==> config.mk <==
export PLATFORM = sky130hd
export DESIGN_NAME = hw_cursor_overlay
export DESIGN_NICKNAME = d
export VERILOG_FILES = /design/src/cursor_pkg.sv /design/src/hw_cursor_overlay.sv
export SDC_FILE = /design/constraint.sdc
export NUM_CORES = 1
export LEC_CHECK = 0
export BUFFER_PORTS_ARGS = -buffer_cell sky130_fd_sc_hd__buf_2
export CAP_MARGIN = 20
export CORE_MARGIN = 3
export CORE_UTILIZATION = 40
export DETAILED_ROUTE_END_ITERATION = 10
export PLACE_DENSITY = 0.7
export SLEW_MARGIN = 25
export SYNTH_ARGS = -nofsm -noshare
export SYNTH_HDL_FRONTEND = slang
export SYNTH_SLANG_ARGS = --single-unit
==> constraint.sdc <==
create_clock -name CLOCK -period 3.87 [get_ports CLOCK]
set_clock_uncertainty 0.05 [all_clocks]
set_input_delay 0 -clock CLOCK [delete_from_list [all_inputs] [get_ports CLOCK]]
set_output_delay 0 -clock CLOCK [all_outputs]
set_load 0.03 [all_outputs]
==> src/cursor_pkg.sv <==
package cursor_pkg;
   // Geometry of the cursor image
   localparam int unsigned COORD_W = 11;
   localparam int unsigned OFFS_W = 6;
   localparam int unsigned SEG_W = 12;
   localparam int unsigned MASK_WORD_W = 16;
   localparam int unsigned ROW_W = 64;
   localparam int unsigned COLOR_W = 24;
   localparam int unsigned MEM_ADDR_W = 22;
   localparam logic [6:0] CUR_SIZE = 7'h40;
   localparam logic [1:0] STACK_LAST = 2'h2;
   localparam logic [2:0] FETCH_LAST = 3'h7;
   // Register byte addresses
   localparam logic [7:0] OFF_LOCK = 8'h00;
   localparam logic [7:0] OFF_MODE = 8'h04;
   localparam logic [7:0] OFF_STYLE = 8'h08;
   localparam logic [7:0] OFF_FG_STACK = 8'h0c;
   localparam logic [7:0] OFF_BG_STACK = 8'h10;
   localparam logic [7:0] OFF_X_HIGH = 8'h14;
   localparam logic [7:0] OFF_X_LOW = 8'h18;
   localparam logic [7:0] OFF_Y_HIGH = 8'h1c;
   localparam logic [7:0] OFF_Y_LOW = 8'h20;
   localparam logic [7:0] OFF_X_OFFSET = 8'h24;
   localparam logic [7:0] OFF_Y_OFFSET = 8'h28;
   localparam logic [7:0] OFF_START_HIGH = 8'h2c;
   localparam logic [7:0] OFF_START_LOW = 8'h30;
   localparam logic [7:0] OFF_ADV_FUNC = 8'h34;
   localparam logic [7:0] OFF_STATUS = 8'h38;
   // Field positions and key values
   localparam int unsigned STYLE_BIT = 4;
   localparam int unsigned MODE_EN_BIT = 0;
   localparam int unsigned ENHANCED_BIT = 0;
   localparam logic [7:0] KEY_UNLOCK = 8'ha0;
   localparam logic [7:0] KEY_LOCK = 8'h00;
   localparam logic [7:0] RESET_BYTE = 8'h00;
   // AXI responses
   localparam logic [1:0] RESP_OKAY = 2'b00;
   localparam logic [1:0] RESP_SLVERR = 2'b10;

   typedef enum logic [0:0] {
      FETCH_IDLE = 1'b0,
      FETCH_RUN = 1'b1
   } fetch_state_t;
endpackage : cursor_pkg

==> src/hw_cursor_overlay.sv <==
`timescale 1ns/100ps
// Notes on behaviour
// - Cursor is a fixed 64 by 64 image read from display memory.
// - Shape is two 512-byte masks, AND and XOR, interleaved word by word.
// - Style bit 4 picks desktop table (0) or window-system table (1).
// - AND/XOR pair picks background, foreground, screen or its inverse.
// - Foreground and background colors each stack three bytes.
// - Mode register read zeroes stack pointers; low byte written first.
// - Cursor forced off unless enhanced mode bit 0 is set.
// - Mode register bit 0 turns the cursor on or off.
// - Cursor registers writable only after key A0H; 00H relocks.
// - X and Y coordinates are 11 bits, 0 to 2047.
// - Pixels past right or bottom active edge are clipped.
// - Vertical skip count drops the first rows of the image.
// - Horizontal skip count drops the first columns of the image.
// - New position takes effect once per frame only.
// - Fetch alternates AND and XOR 16-bit words, indices 0 to 255.
// - Start address is a 12-bit 1024-byte segment number.
module hw_cursor_overlay
   import cursor_pkg::*;
#(
   parameter logic [COORD_W-1:0] H_ACTIVE = 11'd1024,
   parameter logic [COORD_W-1:0] V_ACTIVE = 11'd768
) (
   // Clock and reset
   input wire logic CLOCK,
   input wire logic RST,
   // AXI4-Lite write channels
   input wire logic [7:0] S_AXI_AWADDR,
   input wire logic S_AXI_AWVALID,
   output logic S_AXI_AWREADY,
   input wire logic [31:0] S_AXI_WDATA,
   input wire logic [3:0] S_AXI_WSTRB,
   input wire logic S_AXI_WVALID,
   output logic S_AXI_WREADY,
   output logic [1:0] S_AXI_BRESP,
   output logic S_AXI_BVALID,
   input wire logic S_AXI_BREADY,
   // AXI4-Lite read channels
   input wire logic [7:0] S_AXI_ARADDR,
   input wire logic S_AXI_ARVALID,
   output logic S_AXI_ARREADY,
   output logic [31:0] S_AXI_RDATA,
   output logic [1:0] S_AXI_RRESP,
   output logic S_AXI_RVALID,
   input wire logic S_AXI_RREADY,
   // Display timing and screen pixel stream
   input wire logic FRAME_START,
   input wire logic LINE_START,
   input wire logic PIX_VALID,
   input wire logic [COORD_W-1:0] H_COUNT,
   input wire logic [COORD_W-1:0] V_COUNT,
   input wire logic [COLOR_W-1:0] SCREEN_PIXEL,
   output logic [COLOR_W-1:0] PIX_OUT,
   output logic PIX_OUT_VALID,
   // Display memory read port
   output logic MEM_REQ,
   output logic [MEM_ADDR_W-1:0] MEM_ADDR,
   input wire logic MEM_ACK,
   input wire logic [MASK_WORD_W-1:0] MEM_DATA
);

   // Bus side state
   logic aw_held, w_held, bvalid, rvalid;
   logic [7:0] awaddr_q;
   logic [7:0] wdata_q;
   logic wstrb_q;
   logic [1:0] bresp, rresp;
   logic [31:0] rdata;
   logic [7:0] lock_val;
   logic mode_en, style_sel, enhanced;
   logic [COLOR_W-1:0] fg_color, bg_color;
   logic [1:0] fg_ptr, bg_ptr;
   logic [COORD_W-1:0] cur_x, cur_y;
   logic [OFFS_W-1:0] cur_ox, cur_oy;
   logic [SEG_W-1:0] cur_seg;
   logic next_aw_held, next_w_held, next_bvalid, next_rvalid;
   logic [7:0] next_awaddr_q, next_wdata_q, next_lock_val;
   logic next_wstrb_q;
   logic [1:0] next_bresp, next_rresp;
   logic [31:0] next_rdata;
   logic next_mode_en, next_style_sel, next_enhanced;
   logic [COLOR_W-1:0] next_fg_color, next_bg_color;
   logic [1:0] next_fg_ptr, next_bg_ptr;
   logic [COORD_W-1:0] next_cur_x, next_cur_y;
   logic [OFFS_W-1:0] next_cur_ox, next_cur_oy;
   logic [SEG_W-1:0] next_cur_seg;

   logic aw_hs, w_hs, wr_fire, ar_fire, unlocked, wr_mapped, rd_mapped;
   logic [7:0] wr_addr, wr_data;
   logic wr_en;
   logic [31:0] rd_word;

   // Display side state
   fetch_state_t fstate, next_fstate;
   logic [2:0] fetch_cnt, next_fetch_cnt;
   logic [5:0] fetch_row, next_fetch_row;
   logic [ROW_W-1:0] and_row, xor_row, next_and_row, next_xor_row;
   logic [COORD_W-1:0] disp_x, disp_y, next_disp_x, next_disp_y;
   logic [OFFS_W-1:0] disp_ox, disp_oy, next_disp_ox, next_disp_oy;
   logic [COLOR_W-1:0] next_pix;
   logic next_pix_valid;

   logic cursor_on, row_vis, col_vis, in_cursor, and_bit, xor_bit;
   logic [COORD_W-1:0] dy, dx;
   logic [OFFS_W-1:0] row, col;
   logic [6:0] row_span, col_span;

   assign S_AXI_AWREADY = !aw_held && !bvalid;
   assign S_AXI_WREADY = !w_held && !bvalid;
   assign S_AXI_ARREADY = !rvalid;
   assign S_AXI_BVALID = bvalid;
   assign S_AXI_BRESP = bresp;
   assign S_AXI_RVALID = rvalid;
   assign S_AXI_RRESP = rresp;
   assign S_AXI_RDATA = rdata;

   assign aw_hs = S_AXI_AWVALID && S_AXI_AWREADY;
   assign w_hs = S_AXI_WVALID && S_AXI_WREADY;
   assign wr_fire = (aw_held || aw_hs) && (w_held || w_hs) && !bvalid;
   assign ar_fire = S_AXI_ARVALID && S_AXI_ARREADY;
   assign wr_addr = aw_held ? awaddr_q : S_AXI_AWADDR;
   assign wr_data = w_held ? wdata_q : S_AXI_WDATA[7:0];
   assign wr_en = w_held ? wstrb_q : S_AXI_WSTRB[0];
   assign unlocked = (lock_val == KEY_UNLOCK);
   assign wr_mapped = (wr_addr <= OFF_STATUS) && (wr_addr[1:0] == 2'b00);
   assign rd_mapped = (S_AXI_ARADDR <= OFF_STATUS)
      && (S_AXI_ARADDR[1:0] == 2'b00);

   always_comb begin
      rd_word = 32'h0000_0000;
      case (S_AXI_ARADDR)
         OFF_LOCK: rd_word[7:0] = lock_val;
         OFF_MODE: rd_word[MODE_EN_BIT] = mode_en;
         OFF_STYLE: rd_word[STYLE_BIT] = style_sel;
         OFF_FG_STACK: rd_word[COLOR_W-1:0] = fg_color;
         OFF_BG_STACK: rd_word[COLOR_W-1:0] = bg_color;
         OFF_X_HIGH: rd_word[2:0] = cur_x[COORD_W-1:8];
         OFF_X_LOW: rd_word[7:0] = cur_x[7:0];
         OFF_Y_HIGH: rd_word[2:0] = cur_y[COORD_W-1:8];
         OFF_Y_LOW: rd_word[7:0] = cur_y[7:0];
         OFF_X_OFFSET: rd_word[OFFS_W-1:0] = cur_ox;
         OFF_Y_OFFSET: rd_word[OFFS_W-1:0] = cur_oy;
         OFF_START_HIGH: rd_word[3:0] = cur_seg[SEG_W-1:8];
         OFF_START_LOW: rd_word[7:0] = cur_seg[7:0];
         OFF_ADV_FUNC: rd_word[ENHANCED_BIT] = enhanced;
         OFF_STATUS: rd_word[5:0] = {fg_ptr, bg_ptr, fstate == FETCH_RUN,
            cursor_on};
         default: rd_word = 32'h0000_0000;
      endcase
   end

   always_comb begin
      next_aw_held = aw_held;
      next_w_held = w_held;
      next_awaddr_q = awaddr_q;
      next_wdata_q = wdata_q;
      next_wstrb_q = wstrb_q;
      next_bvalid = bvalid;
      next_bresp = bresp;
      next_rvalid = rvalid;
      next_rresp = rresp;
      next_rdata = rdata;
      next_lock_val = lock_val;
      next_mode_en = mode_en;
      next_style_sel = style_sel;
      next_enhanced = enhanced;
      next_fg_color = fg_color;
      next_bg_color = bg_color;
      next_fg_ptr = fg_ptr;
      next_bg_ptr = bg_ptr;
      next_cur_x = cur_x;
      next_cur_y = cur_y;
      next_cur_ox = cur_ox;
      next_cur_oy = cur_oy;
      next_cur_seg = cur_seg;
      if (aw_hs && !wr_fire) begin
         next_aw_held = 1'b1;
         next_awaddr_q = S_AXI_AWADDR;
      end
      if (w_hs && !wr_fire) begin
         next_w_held = 1'b1;
         next_wdata_q = S_AXI_WDATA[7:0];
         next_wstrb_q = S_AXI_WSTRB[0];
      end
      if (bvalid && S_AXI_BREADY) begin
         next_bvalid = 1'b0;
      end
      if (wr_fire) begin
         next_aw_held = 1'b0;
         next_w_held = 1'b0;
         next_bvalid = 1'b1;
         next_bresp = wr_mapped ? RESP_OKAY : RESP_SLVERR;
      end
      if (wr_fire && wr_en) begin
         case (wr_addr)
            OFF_LOCK: next_lock_val = wr_data;
            OFF_ADV_FUNC: next_enhanced = wr_data[ENHANCED_BIT];
            default: next_lock_val = lock_val;
         endcase
         if (unlocked) begin
            case (wr_addr)
               OFF_MODE: next_mode_en = wr_data[MODE_EN_BIT];
               OFF_STYLE: next_style_sel = wr_data[STYLE_BIT];
               OFF_FG_STACK: begin
                  next_fg_color[fg_ptr*8 +: 8] = wr_data;
                  next_fg_ptr = (fg_ptr == STACK_LAST) ? 2'h0 : fg_ptr + 2'h1;
               end
               OFF_BG_STACK: begin
                  next_bg_color[bg_ptr*8 +: 8] = wr_data;
                  next_bg_ptr = (bg_ptr == STACK_LAST) ? 2'h0 : bg_ptr + 2'h1;
               end
               OFF_X_HIGH: next_cur_x[COORD_W-1:8] = wr_data[2:0];
               OFF_X_LOW: next_cur_x[7:0] = wr_data;
               OFF_Y_HIGH: next_cur_y[COORD_W-1:8] = wr_data[2:0];
               OFF_Y_LOW: next_cur_y[7:0] = wr_data;
               OFF_X_OFFSET: next_cur_ox = wr_data[OFFS_W-1:0];
               OFF_Y_OFFSET: next_cur_oy = wr_data[OFFS_W-1:0];
               OFF_START_HIGH: next_cur_seg[SEG_W-1:8] = wr_data[3:0];
               OFF_START_LOW: next_cur_seg[7:0] = wr_data;
               default: next_cur_seg = cur_seg;
            endcase
         end
      end
      if (rvalid && S_AXI_RREADY) begin
         next_rvalid = 1'b0;
      end
      if (ar_fire) begin
         next_rvalid = 1'b1;
         next_rdata = rd_word;
         next_rresp = rd_mapped ? RESP_OKAY : RESP_SLVERR;
         if (S_AXI_ARADDR == OFF_MODE) begin
            next_fg_ptr = 2'h0;
            next_bg_ptr = 2'h0;
         end
      end
   end

   always_ff @(posedge CLOCK) begin
      if (RST) begin
         aw_held <= 1'b0;
         w_held <= 1'b0;
         awaddr_q <= RESET_BYTE;
         wdata_q <= RESET_BYTE;
         wstrb_q <= 1'b0;
         bvalid <= 1'b0;
         bresp <= RESP_OKAY;
         rvalid <= 1'b0;
         rresp <= RESP_OKAY;
         rdata <= 32'h0000_0000;
         lock_val <= KEY_LOCK;
         mode_en <= 1'b0;
         style_sel <= 1'b0;
         enhanced <= 1'b0;
         fg_color <= '0;
         bg_color <= '0;
         fg_ptr <= 2'h0;
         bg_ptr <= 2'h0;
         cur_x <= '0;
         cur_y <= '0;
         cur_ox <= '0;
         cur_oy <= '0;
         cur_seg <= '0;
      end else begin
         aw_held <= next_aw_held;
         w_held <= next_w_held;
         awaddr_q <= next_awaddr_q;
         wdata_q <= next_wdata_q;
         wstrb_q <= next_wstrb_q;
         bvalid <= next_bvalid;
         bresp <= next_bresp;
         rvalid <= next_rvalid;
         rresp <= next_rresp;
         rdata <= next_rdata;
         lock_val <= next_lock_val;
         mode_en <= next_mode_en;
         style_sel <= next_style_sel;
         enhanced <= next_enhanced;
         fg_color <= next_fg_color;
         bg_color <= next_bg_color;
         fg_ptr <= next_fg_ptr;
         bg_ptr <= next_bg_ptr;
         cur_x <= next_cur_x;
         cur_y <= next_cur_y;
         cur_ox <= next_cur_ox;
         cur_oy <= next_cur_oy;
         cur_seg <= next_cur_seg;
      end
   end

   // Window geometry against the frame-latched position
   assign cursor_on = mode_en && enhanced;
   assign dy = V_COUNT - disp_y;
   assign dx = H_COUNT - disp_x;
   assign row_span = CUR_SIZE - {1'b0, disp_oy};
   assign col_span = CUR_SIZE - {1'b0, disp_ox};
   assign row_vis = (V_COUNT >= disp_y) && (dy < {4'h0, row_span});
   assign col_vis = (H_COUNT >= disp_x) && (dx < {4'h0, col_span});
   assign row = dy[OFFS_W-1:0] + disp_oy;
   assign col = dx[OFFS_W-1:0] + disp_ox;
   assign in_cursor = cursor_on && PIX_VALID && row_vis && col_vis
      && (H_COUNT < H_ACTIVE) && (V_COUNT < V_ACTIVE);
   assign and_bit = and_row[~col];
   assign xor_bit = xor_row[~col];

   assign MEM_REQ = (fstate == FETCH_RUN);
   assign MEM_ADDR = {cur_seg, fetch_row, fetch_cnt[2:1], fetch_cnt[0],
      1'b0};

   always_comb begin
      next_disp_x = disp_x;
      next_disp_y = disp_y;
      next_disp_ox = disp_ox;
      next_disp_oy = disp_oy;
      next_fstate = fstate;
      next_fetch_cnt = fetch_cnt;
      next_fetch_row = fetch_row;
      next_and_row = and_row;
      next_xor_row = xor_row;
      next_pix = SCREEN_PIXEL;
      next_pix_valid = PIX_VALID;
      if (FRAME_START) begin
         next_disp_x = cur_x;
         next_disp_y = cur_y;
         next_disp_ox = cur_ox;
         next_disp_oy = cur_oy;
      end
      case (fstate)
         FETCH_IDLE: begin
            if (LINE_START && cursor_on && row_vis) begin
               next_fstate = FETCH_RUN;
               next_fetch_cnt = 3'h0;
               next_fetch_row = row;
            end
         end
         FETCH_RUN: begin
            if (MEM_ACK) begin
               if (fetch_cnt[0]) begin
                  next_xor_row[(3 - fetch_cnt[2:1])*MASK_WORD_W +:
                     MASK_WORD_W] = MEM_DATA;
               end else begin
                  next_and_row[(3 - fetch_cnt[2:1])*MASK_WORD_W +:
                     MASK_WORD_W] = MEM_DATA;
               end
               next_fetch_cnt = fetch_cnt + 3'h1;
               if (fetch_cnt == FETCH_LAST) begin
                  next_fstate = FETCH_IDLE;
               end
            end
         end
         default: next_fstate = FETCH_IDLE;
      endcase
      if (in_cursor) begin
         case ({style_sel, and_bit, xor_bit})
            3'b000: next_pix = bg_color;
            3'b001: next_pix = fg_color;
            3'b010: next_pix = SCREEN_PIXEL;
            3'b011: next_pix = ~SCREEN_PIXEL;
            3'b110: next_pix = bg_color;
            3'b111: next_pix = fg_color;
            default: next_pix = SCREEN_PIXEL;
         endcase
      end
   end

   always_ff @(posedge CLOCK) begin
      if (RST) begin
         disp_x <= '0;
         disp_y <= '0;
         disp_ox <= '0;
         disp_oy <= '0;
         fstate <= FETCH_IDLE;
         fetch_cnt <= 3'h0;
         fetch_row <= 6'h00;
         and_row <= '0;
         xor_row <= '0;
         PIX_OUT <= '0;
         PIX_OUT_VALID <= 1'b0;
      end else begin
         disp_x <= next_disp_x;
         disp_y <= next_disp_y;
         disp_ox <= next_disp_ox;
         disp_oy <= next_disp_oy;
         fstate <= next_fstate;
         fetch_cnt <= next_fetch_cnt;
         fetch_row <= next_fetch_row;
         and_row <= next_and_row;
         xor_row <= next_xor_row;
         PIX_OUT <= next_pix;
         PIX_OUT_VALID <= next_pix_valid;
      end
   end
endmodule : hw_cursor_overlay

# Yosys cells after proc, flatten, opt, wreduce, memory -nomap -nowiden
# Cells that the tools add are included.
# totals
ff_bits	355
in_bits	125
wordCells	210
# classes
add_sub_neg	13
magnitude_cmp	9
n_eq_ne	37
shifts	6
n_mux	45
bitwise	4
reduce_logical	59
# ops
op	n
bitwise mux 64 bit	2
equality test 8 x 6 -> 1 bit (second input constant)	13
one-hot mux 24 bit (3 select lines)	1
negation 5 -> 34 bit	2
variable shift 8 x 34 -> 24 bit (first input constant)	2
variable part select 8 x 34 -> 24 bit	2
equality test 8 x 5 -> 1 bit (second input constant)	8
variable shift 16 x 34 -> 64 bit (first input constant)	1
variable part select 16 x 34 -> 64 bit	1
bitwise mux 24 bit	2
AND reduction 3 bit	14
negation 32 -> 34 bit	1
equality test 8 x 4 -> 1 bit (second input constant)	4
one-hot mux 16 bit (2 select lines)	1
2-to-1 mux 2 bit	14
logical AND 1 bit	24
2-to-1 mux 24 bit	1
inverter 24 bit	1
one-hot mux 2 bit (12 select lines)	1
greater-or-equal comparator 11 bit	2
less-than comparator 11 x 7 -> 1 bit	2
subtractor 11 bit	2
one-hot mux 1 bit (10 select lines)	2
equality test 8 x 3 -> 1 bit (second input constant)	2
other kinds (34)	68

# Longest topological paths before layout
# Gate-level depths: netlist of run 1.
# logic_depth
ltp_word	10
mapped_depth	20
mapped_depth_nobuf	17

# Worst setup path after synthesis of run 1
# OpenSTA, ideal clock, no wires.
# synth_path
path_type	reg-to-reg
start	register disp_x[0]
end	register PIX_OUT[10]
setup_time_ps	130
arrival_time_ps	4068
setup_slack_ps	-378
stages_incl_launch_ff	20
path_buffers	3
period_less_slack_ps	4248
cell_sequence	dfxtp_1 > ha_1 > inv_1 > fa_1 > a21o_1 > a21oi_1 > xnor2_1 > ha_1 > clkbuf_1 > nand2_1 > a21boi_0 > or4_2 > and3b_1 > a2111o_1 > mux2_4 > a2111oi_4 > and2_1 > buf_6 > buf_12 > a311oi_2
# synth_between
elab_chain_len	9
# synth_rtl
element	line_no	text
start, declared	hw_cursor_overlay.sv:99	logic [COORD_W-1:0] disp_x, disp_y, next_disp_x, next_disp_y;
start signal, assigned	hw_cursor_overlay.sv:380	disp_x <= next_disp_x;
subtractor 11 bit	hw_cursor_overlay.sv:294	assign dx = H_COUNT - disp_x;
adder 6 bit	hw_cursor_overlay.sv:300	assign col = dx[OFFS_W-1:0] + disp_ox;
inverter 6 bit	hw_cursor_overlay.sv:303, hw_cursor_overlay.sv:304	
binary-select mux 1 bit (select 6 bit) (on tied branches)	hw_cursor_overlay.sv:304, hw_cursor_overlay.sv:303	
2-to-1 mux 1 bit (on tied branches)	hw_cursor_overlay.sv:304, hw_cursor_overlay.sv:303	
equality test 3 bit (tied with other cells)	hw_cursor_overlay.sv:354	case ({style_sel, and_bit, xor_bit})
OR reduction 2 bit (no line)	-	
one-hot mux 24 bit (3 select lines)	hw_cursor_overlay.sv:354	
2-to-1 mux 24 bit *	hw_cursor_overlay.sv:353	if (in_cursor) begin
end signal, assigned	hw_cursor_overlay.sv:389	PIX_OUT <= next_pix;
end, declared	hw_cursor_overlay.sv:54	output logic [COLOR_W-1:0] PIX_OUT,
# Every way passes the cells marked *; elsewhere a longest branch is shown, timed or not. The select of a mux whose other input is x is not followed.
# A chain may end at the register's enable or synchronous reset.

# Final worst setup path of run 1
# layout_path
start	register disp_x[0]
end	register PIX_OUT[17]
# Same word-level chain as after synthesis.

==> results of run 1 <==
==> registers in the layout, summed over array words and instances (netlist names), 2 cells and up <==
name,count
bg_ptr,2
cur_y,11
disp_oy,6
cur_x,11
and_row,64
fg_color,24
disp_y,11
bg_color,24
cur_ox,6
disp_ox,6
fg_ptr,2
awaddr_q,8
S_AXI_RDATA,24
xor_row,64
fetch_cnt,3
PIX_OUT,24
cur_oy,6
lock_val,8
wdata_q,8
fetch_row,6
disp_x,11
cur_seg,12
==> cells in the final DEF, fill, tap and decap left out, drive strengths merged, types with 63 or more instances in the layout <==
cell         count
a211oi          63
a21oi          211
buf            260
dfxtp          353
dlygate4sd3     70
ha              65
mux2i           71
nand2          220
nand3          120
nor2           233
==> routing by layer <==
metal | vias up | track usage, %
li1 | 7691 | -
met5 | - | 0
met3 | 105 | 4.52
met2 | 573 | 37.5
met4 | 6 | 7.02
met1 | 7767 | 28.7
==> worst paths after layout <==
| check | from | to | slack, ps | depth (start not counted) |
|---|---|---|---|---|
| setup / recovery | disp_x[0]$_SDFFE_PP0P_ | PIX_OUT[17]$_SDFF_PP0_ | -420 | 15 |
| hold / removal | RST | bg_color[12]$_SDFFE_PP0P_ | 3 | 2 |
| setup reg to reg | disp_x[0]$_SDFFE_PP0P_ | PIX_OUT[17]$_SDFF_PP0_ | -420 | 15 |
| hold reg to reg | xor_row[28]$_SDFFE_PP0P_ | xor_row[28]$_SDFFE_PP0P_ | 400 | 2 |
==> what timing repair did <==
action | 4_1_cts | 5_1_grt
hold buffers | 70 | 0
buffers inserted | 15 | 3
pin swaps | 3 | 8
gates resized for setup | 28 | 16
hold endpoints to repair | 189 | 0
setup endpoints to repair | 24 | 33
gates cloned | 5 | 0
==> report_power, final <==
| group | total [W] | switching, W | internal (W) |
|---|---|---|---|
| logic | 0.00106 | 0.000641 | 0.000416 |
| registers | 0.00371 | 0.0000276 | 0.00368 |
| clock network | 0.00354 | 0.00148 | 0.00207 |
==> cell families (layout without fill, tap and decap cells) <==
kind of cell / after synthesis / count (layout) / share of synthesized area [%]
AND/OR/NAND/NOR: 771 / 772 / 20.0
buffers and inverters: 224 / 452 / 6.26
other: 1 / 12 / 0.0210
XOR/XNOR: 28 / 28 / 1.37
multiplexers: 132 / 132 / 10.1
adder cells (fa/ha/maj): 69 / 69 / 5.00
flip-flops: 353 / 353 / 39.6
AO/OA/AOI/OAI: 457 / 457 / 17.6
==> final cells by class <==
class / instances / share of cell area [%]
clock inverters: 9 / 0.410
flip-flops and latches: 353 / 32.6
well taps: 585 / 3.38
clock buffers: 54 / 5.13
inverters: 58 / 1.00
diodes: 1 / 0.0115
repair buffers: 331 / 11.3
multi-input cells: 1469 / 46.1
==> metrics by stage <==
step / cells / setup slack (ps) / instance area [sq um]
floorplan: 2045 / -99.7 / 18000
global placement: 2705 / -351 / 19300
detailed placement: 2705 / -451 / 19400
CTS: 2858 / -379 / 21600
global route: 2860 / -568 / 21700
finish: 2860 / -420 / 21700
==> run summary, run 1 <==
- **result of the run** complete, but fails checks
- **failing checks** setup timing
- **IR Drop Worst-Case VDD** 0.263 mV
- **routed wl met3** 4010 um
- **Synth Flop Type** sky130_fd_sc_hd__dfxtp_1
- **TritonCTS sink count** 353
- **total global routing track utilization** 22.3%
- **Arrival @ worst endpoint** 4620 ps
- **Starting Density** 41.0%
- **share of the clock period used by the worst path after layout** 111%
- **drt first-iter violations** 1526
- **max cap viols** 0
- **first-pass iteration count of the detailed router** 6
- **worst slack on hold paths** 3.34 ps
- **maximum number of pins on one net before global-route repair** 158
- **startpoint kind of the worst setup timing path** flop
- **largest stage delay on the critical path** 560 ps
- **actual slew at the worst max-slew pin** 1160 ps
- **cell-by-cell trace of the critical path** ha_4, inv_2, fa_2, fa_2, buf_12, buf_4, mux4_2, a211oi_1, a2111o_1, mux2_4, a2111oi_4, buf_4, and2_4, bufbuf_16, a311oi_2
- **fraction of synthesized cell area taken by the top area cell type** 39.6%
- **area of the multi-input gates** 10000 sq um
- **final RePlAce weighted congestion** 0.878
- **Hold/Removal Path Class** in2reg
- **NumNets Final** 2445
- **syn_area_per_cell** 8.78 sq um
- **Reg area** 7070 sq um
- **cell with the biggest individual delay on the critical path** sky130_fd_sc_hd__fa_2
- **clock-pin slew on the worst setup and hold paths** 60 ps
- **largest fanout on the critical path** 14
- **routed len/inst** 19.0 um
- **most used standard cell by instance count after synthesis** sky130_fd_sc_hd__dfxtp_1
- **Clock Latency Late Sink** 540 ps
- **Synth cell types** 86
- **family with the most delay on the worst path** adder cells
- **register bit count reported by yosys** 353
- **Met2 Wirelength** 26200 um
- **headroom to the max-slew limit** 21.4%
- **setup repair after global routing missed its margin** yes
- **die outline width** 217 um
- **antenna violations before repair** 4
- **Critical Setup Path Class** reg2reg
- **Post-route DRC** 0
- **Gate Count Post-Synth** 2035
- **fraction of the yosys area taken by sequential cells** 39.6%
- **dpl hpwl** 37300 um
- **area enclosed by the die boundary** 47200 sq um
- **number of global-route vias before repair** 15600
- **cell area power density** 383 nW/um^2
- **Setup TNS Final** -9400 ps
- **Slew Viols, Final** 0
- **Post-synth top cells** sky130_fd_sc_hd__dfxtp_1, sky130_fd_sc_hd__nor2_1, sky130_fd_sc_hd__nand2_1
- **total of warnings raised by yosys** 0
- **fraction of final layout cells sized beyond drive strength 1** 21.6%
- **Clk Tree Root Cell** sky130_fd_sc_hd__clkbuf_16
- **highest attainable clock frequency** 0.233 GHz
- **Yosys top cell by area** sky130_fd_sc_hd__dfxtp_1
- **total overflow reported by the global router** 0
- **static leakage** 8.13 nW
- **first-pass GRT wire length** 85300 um
- **category of the worst setup path capture point** flop
- **fraction of synthesis flops using an asynchronous set or reset pin** 0%
- **count of input and output buffers** 175
- **final core utilization** 49.8%
- **Worst Path Required** 4200 ps
- **sum of buffers and inverters on the critical path** 5
- **number of vias per cell** 5.64
- **total chip power** 0.00831 W
- **Ports** 214
- **post-route antenna net violation count** 0
- **mapped cell area** 17900 sq um
- **area of the placeable core** 43600 sq um
- **number of clock buffers inserted by TritonCTS** 38
- **number of vias in the routed layout** 16100
- **setup-violating endpoint count in the final report** 24
- **Filler Cell Count** 4037
- **final setup slack of the worst path** -420 ps
- **Vert. Die Dim** 217 um
- **minimum clock period after layout** 4290 ps
- **CTS Buffer Depth** 3
- **final wirelength** 54400 um
- **area growth from synthesis to final layout** 21.4%
- **top cells by area in the synthesized netlist** sky130_fd_sc_hd__dfxtp_1, sky130_fd_sc_hd__a21oi_1, sky130_fd_sc_hd__nor2_1
- **hold violation total from the final report** 0
- **H-tree depth** 2
- **Met1 Wirelength** 22700 um
- **row count** 76
- **TritonCTS clock tree** built
- **highest metal layer with signal wires** met5
- **number of enable-type register cells in the synthesized netlist** 0
(Power assumes the default switching activity.)
==> run 2, diff against run 1 <==
==> constraint.sdc (replaced) <==
create_clock -name CLOCK -period 3.87 [get_ports CLOCK]
set_clock_uncertainty 0.05 [all_clocks]
set_input_delay 0.774 -clock CLOCK [delete_from_list [all_inputs] [get_ports CLOCK]]
set_output_delay 0.774 -clock CLOCK [all_outputs]
set_load 0.03 [all_outputs]
==> run 2 against run 1 <==
Net effect:
- the run still ends with setup timing left
- clock power rose by 5%
- global-route usage fell by 0.81 points
- count of clock-buffer cells in the layout rose by 4
- via count barely moved
- register-to-register slack improved by 150 ps
- fmax rose by 2.6%
- die area did not move
- wire length fell by 2.1%
- final area fell by 1.7%
- critical endpoint is now PIX_OUT[6]$_SDFF_PP0_
==> run summary, run 2 (synthesis results as in run 1) <==
- **family with the most delay on the worst path** adder cells
- **Ports** 214
- **cell area power density** 398 nW/um^2
- **Clk Tree Root Cell** sky130_fd_sc_hd__clkbuf_16
- **Starting Density** 41.0%
- **Clock Latency Late Sink** 550 ps
- **TritonCTS sink count** 353
- **relative contribution of the clock network to total power** 44.0%
- **Worst Path Required** 4270 ps
- **CTS Buffer Depth** 3
- **total overflow reported by the global router** 0
- **final setup slack of the worst path** -313 ps
- **reported net switching power** 0.00217 W
- **minimum clock period after layout** 4180 ps
- **Arrival @ worst endpoint** 4590 ps
- **IR Drop Worst-Case VDD** 0.297 mV
- **Hold/Removal Path Class** in2reg
- **Slew Viols, Final** 0
- **startpoint kind of the worst setup timing path** input pin
- **Filler Cell Count** 4122
- **die outline width** 217 um
- **NumNets Final** 2407
- **headroom to the max-slew limit** 27.7%
- **row count** 76
- **Post-CTS Hold Buffers** 0
- **cell-by-cell trace of the critical path** buf_8, inv_12, ha_4, inv_2, fa_2, fa_2, buf_12, buf_12, mux4_2, and3_4, a211oi_2, a2111o_1, mux2_4, a2111oi_4, buf_4, buf_12, a21oi_1, a311oi_2
- **largest stage delay on the critical path** 580 ps
- **area of the placeable core** 43600 sq um
- **max cap viols** 0
- **Setup TNS Final** -6810 ps
- **total global routing track utilization** 21.5%
- **Critical Setup Path Class** in2reg
- **Vert. Die Dim** 217 um
- **Int Pwr** 0.00630 W
- **most common cell type on the critical path** sky130_fd_sc_hd__buf_12
- **clock-pin slew on the worst setup and hold paths** 60 ps
- **final instance count without filler cells** 2829
- **final RePlAce weighted congestion** 0.923
- **area growth from synthesis to final layout** 19.3%
- **area enclosed by the die boundary** 47200 sq um
- **number of vias in the routed layout** 16100
- **final core utilization** 48.9%
- **antenna violations before repair** 5
- **failing checks** setup timing
- **drt first-iter violations** 1606
- **sequential power share** 43.8%
- **number of global-route vias before repair** 15100
- **dpl hpwl** 37200 um
- **final wirelength** 53300 um
- **count of input and output buffers** 175
- **cell with the biggest individual delay on the critical path** sky130_fd_sc_hd__fa_2
- **hold violation total from the final report** 0
- **net switching fraction of the power** 25.6%
- **first-pass iteration count of the detailed router** 6
- **largest fanout on the critical path** 24
- **share of the clock period used by the worst path after layout** 108%
- **number of clock buffers inserted by TritonCTS** 38
- **static leakage** 8.04 nW
- **category of the worst setup path capture point** flop
- **setup-violating endpoint count in the final report** 24
- **H-tree depth** 2
- **leading cell types in the layout, fill and taps excluded** sky130_fd_sc_hd__dfxtp_1, sky130_fd_sc_hd__nor2_1, sky130_fd_sc_hd__nand2_1
- **area of the multi-input gates** 9940 sq um
- **routed len/inst** 18.8 um
- **most common library cell in the layout ignoring fill and taps** sky130_fd_sc_hd__dfxtp_1
- **setup repair after global routing missed its margin** yes
- **Reg area** 7070 sq um
- **result of the run** complete, but fails checks
- **setup slack at placement** -944 ps
- **fraction of final layout cells sized beyond drive strength 1** 23.5%
- **Post-route DRC** 0
- **number of cells in the design after placement** 2744
- **biggest registers after layout** and_row: 64 flops, xor_row: 64 flops
- **actual slew at the worst max-slew pin** 1060 ps
- **maximum number of pins on one net before global-route repair** 124
- **combinational group share of total power** 12.2%
- **number of vias per cell** 5.70
- **first-pass GRT wire length** 82200 um
- **TritonCTS clock tree** built
- **post-route antenna net violation count** 0
- **sum of buffers and inverters on the critical path** 7
- **highest attainable clock frequency** 0.239 GHz
==> run 2: layout make-up <==
type                    count  area share, %
multi-input cells        1468           46.7
clock buffers              58           5.48
repair buffers            294           9.54
flip-flops and latches    353           33.2
inverters                  58           1.08
diodes                      2         0.0235
well taps                 585           3.44
clock inverters            11          0.593
==> run 2: stage by stage <==
stage / cell area (sq um) / power [W] / hold WS [ps]
floorplan: 18000 / 0.00443 / 382
global placement: 19600 / 0.00474 / 388
detailed placement: 19600 / 0.00477 / 394
CTS: 21100 / 0.00849 / 368
global route: 21300 / 0.00874 / 370
finish: 21300 / 0.00847 / 380
==> run 2: power by group through the flow <==
| stage | Combinational [W] | Clock (W) | Sequential [W] |
|---|---|---|---|
| after floorplan | 0.000575 | 0 | 0.00385 |
| after global placement | 0.000958 | 0 | 0.00379 |
| after detailed placement | 0.000982 | 0 | 0.00379 |
| after CTS | 0.00100 | 0.00378 | 0.00371 |
| after global routing | 0.00111 | 0.00393 | 0.00371 |
| final | 0.00103 | 0.00373 | 0.00371 |
==> run 2: path summary, 6_finish.rpt <==
path,startpoint,end,slack (ps),cells past startpoint
setup / recovery,H_COUNT[0],PIX_OUT[6]$_SDFF_PP0_,-310,18
hold / removal,S_AXI_RREADY,S_AXI_RVALID$_SDFFE_PP0P_,380,2
setup reg to reg,disp_x[0]$_SDFFE_PP0P_,PIX_OUT[6]$_SDFF_PP0_,-270,16
hold reg to reg,and_row[32]$_SDFFE_PP0P_,and_row[32]$_SDFFE_PP0P_,400,2
==> run 2: what timing repair did <==
item                       CTS  global route
cloned                       1             3
setup buffers                7             3
pin swaps                    6             8
gates resized for setup     16            23
setup endpoints to repair   24            34
==> run 2: routing by layer <==
layer	GRT usage, %	up-vias	share of wire (%)
li1	-	7623	-
met1	28.5	7736	41
met2	35.2	662	47
met3	4.97	103	9.4
met4	5.81	6	2.3
met5	0	-	0.073
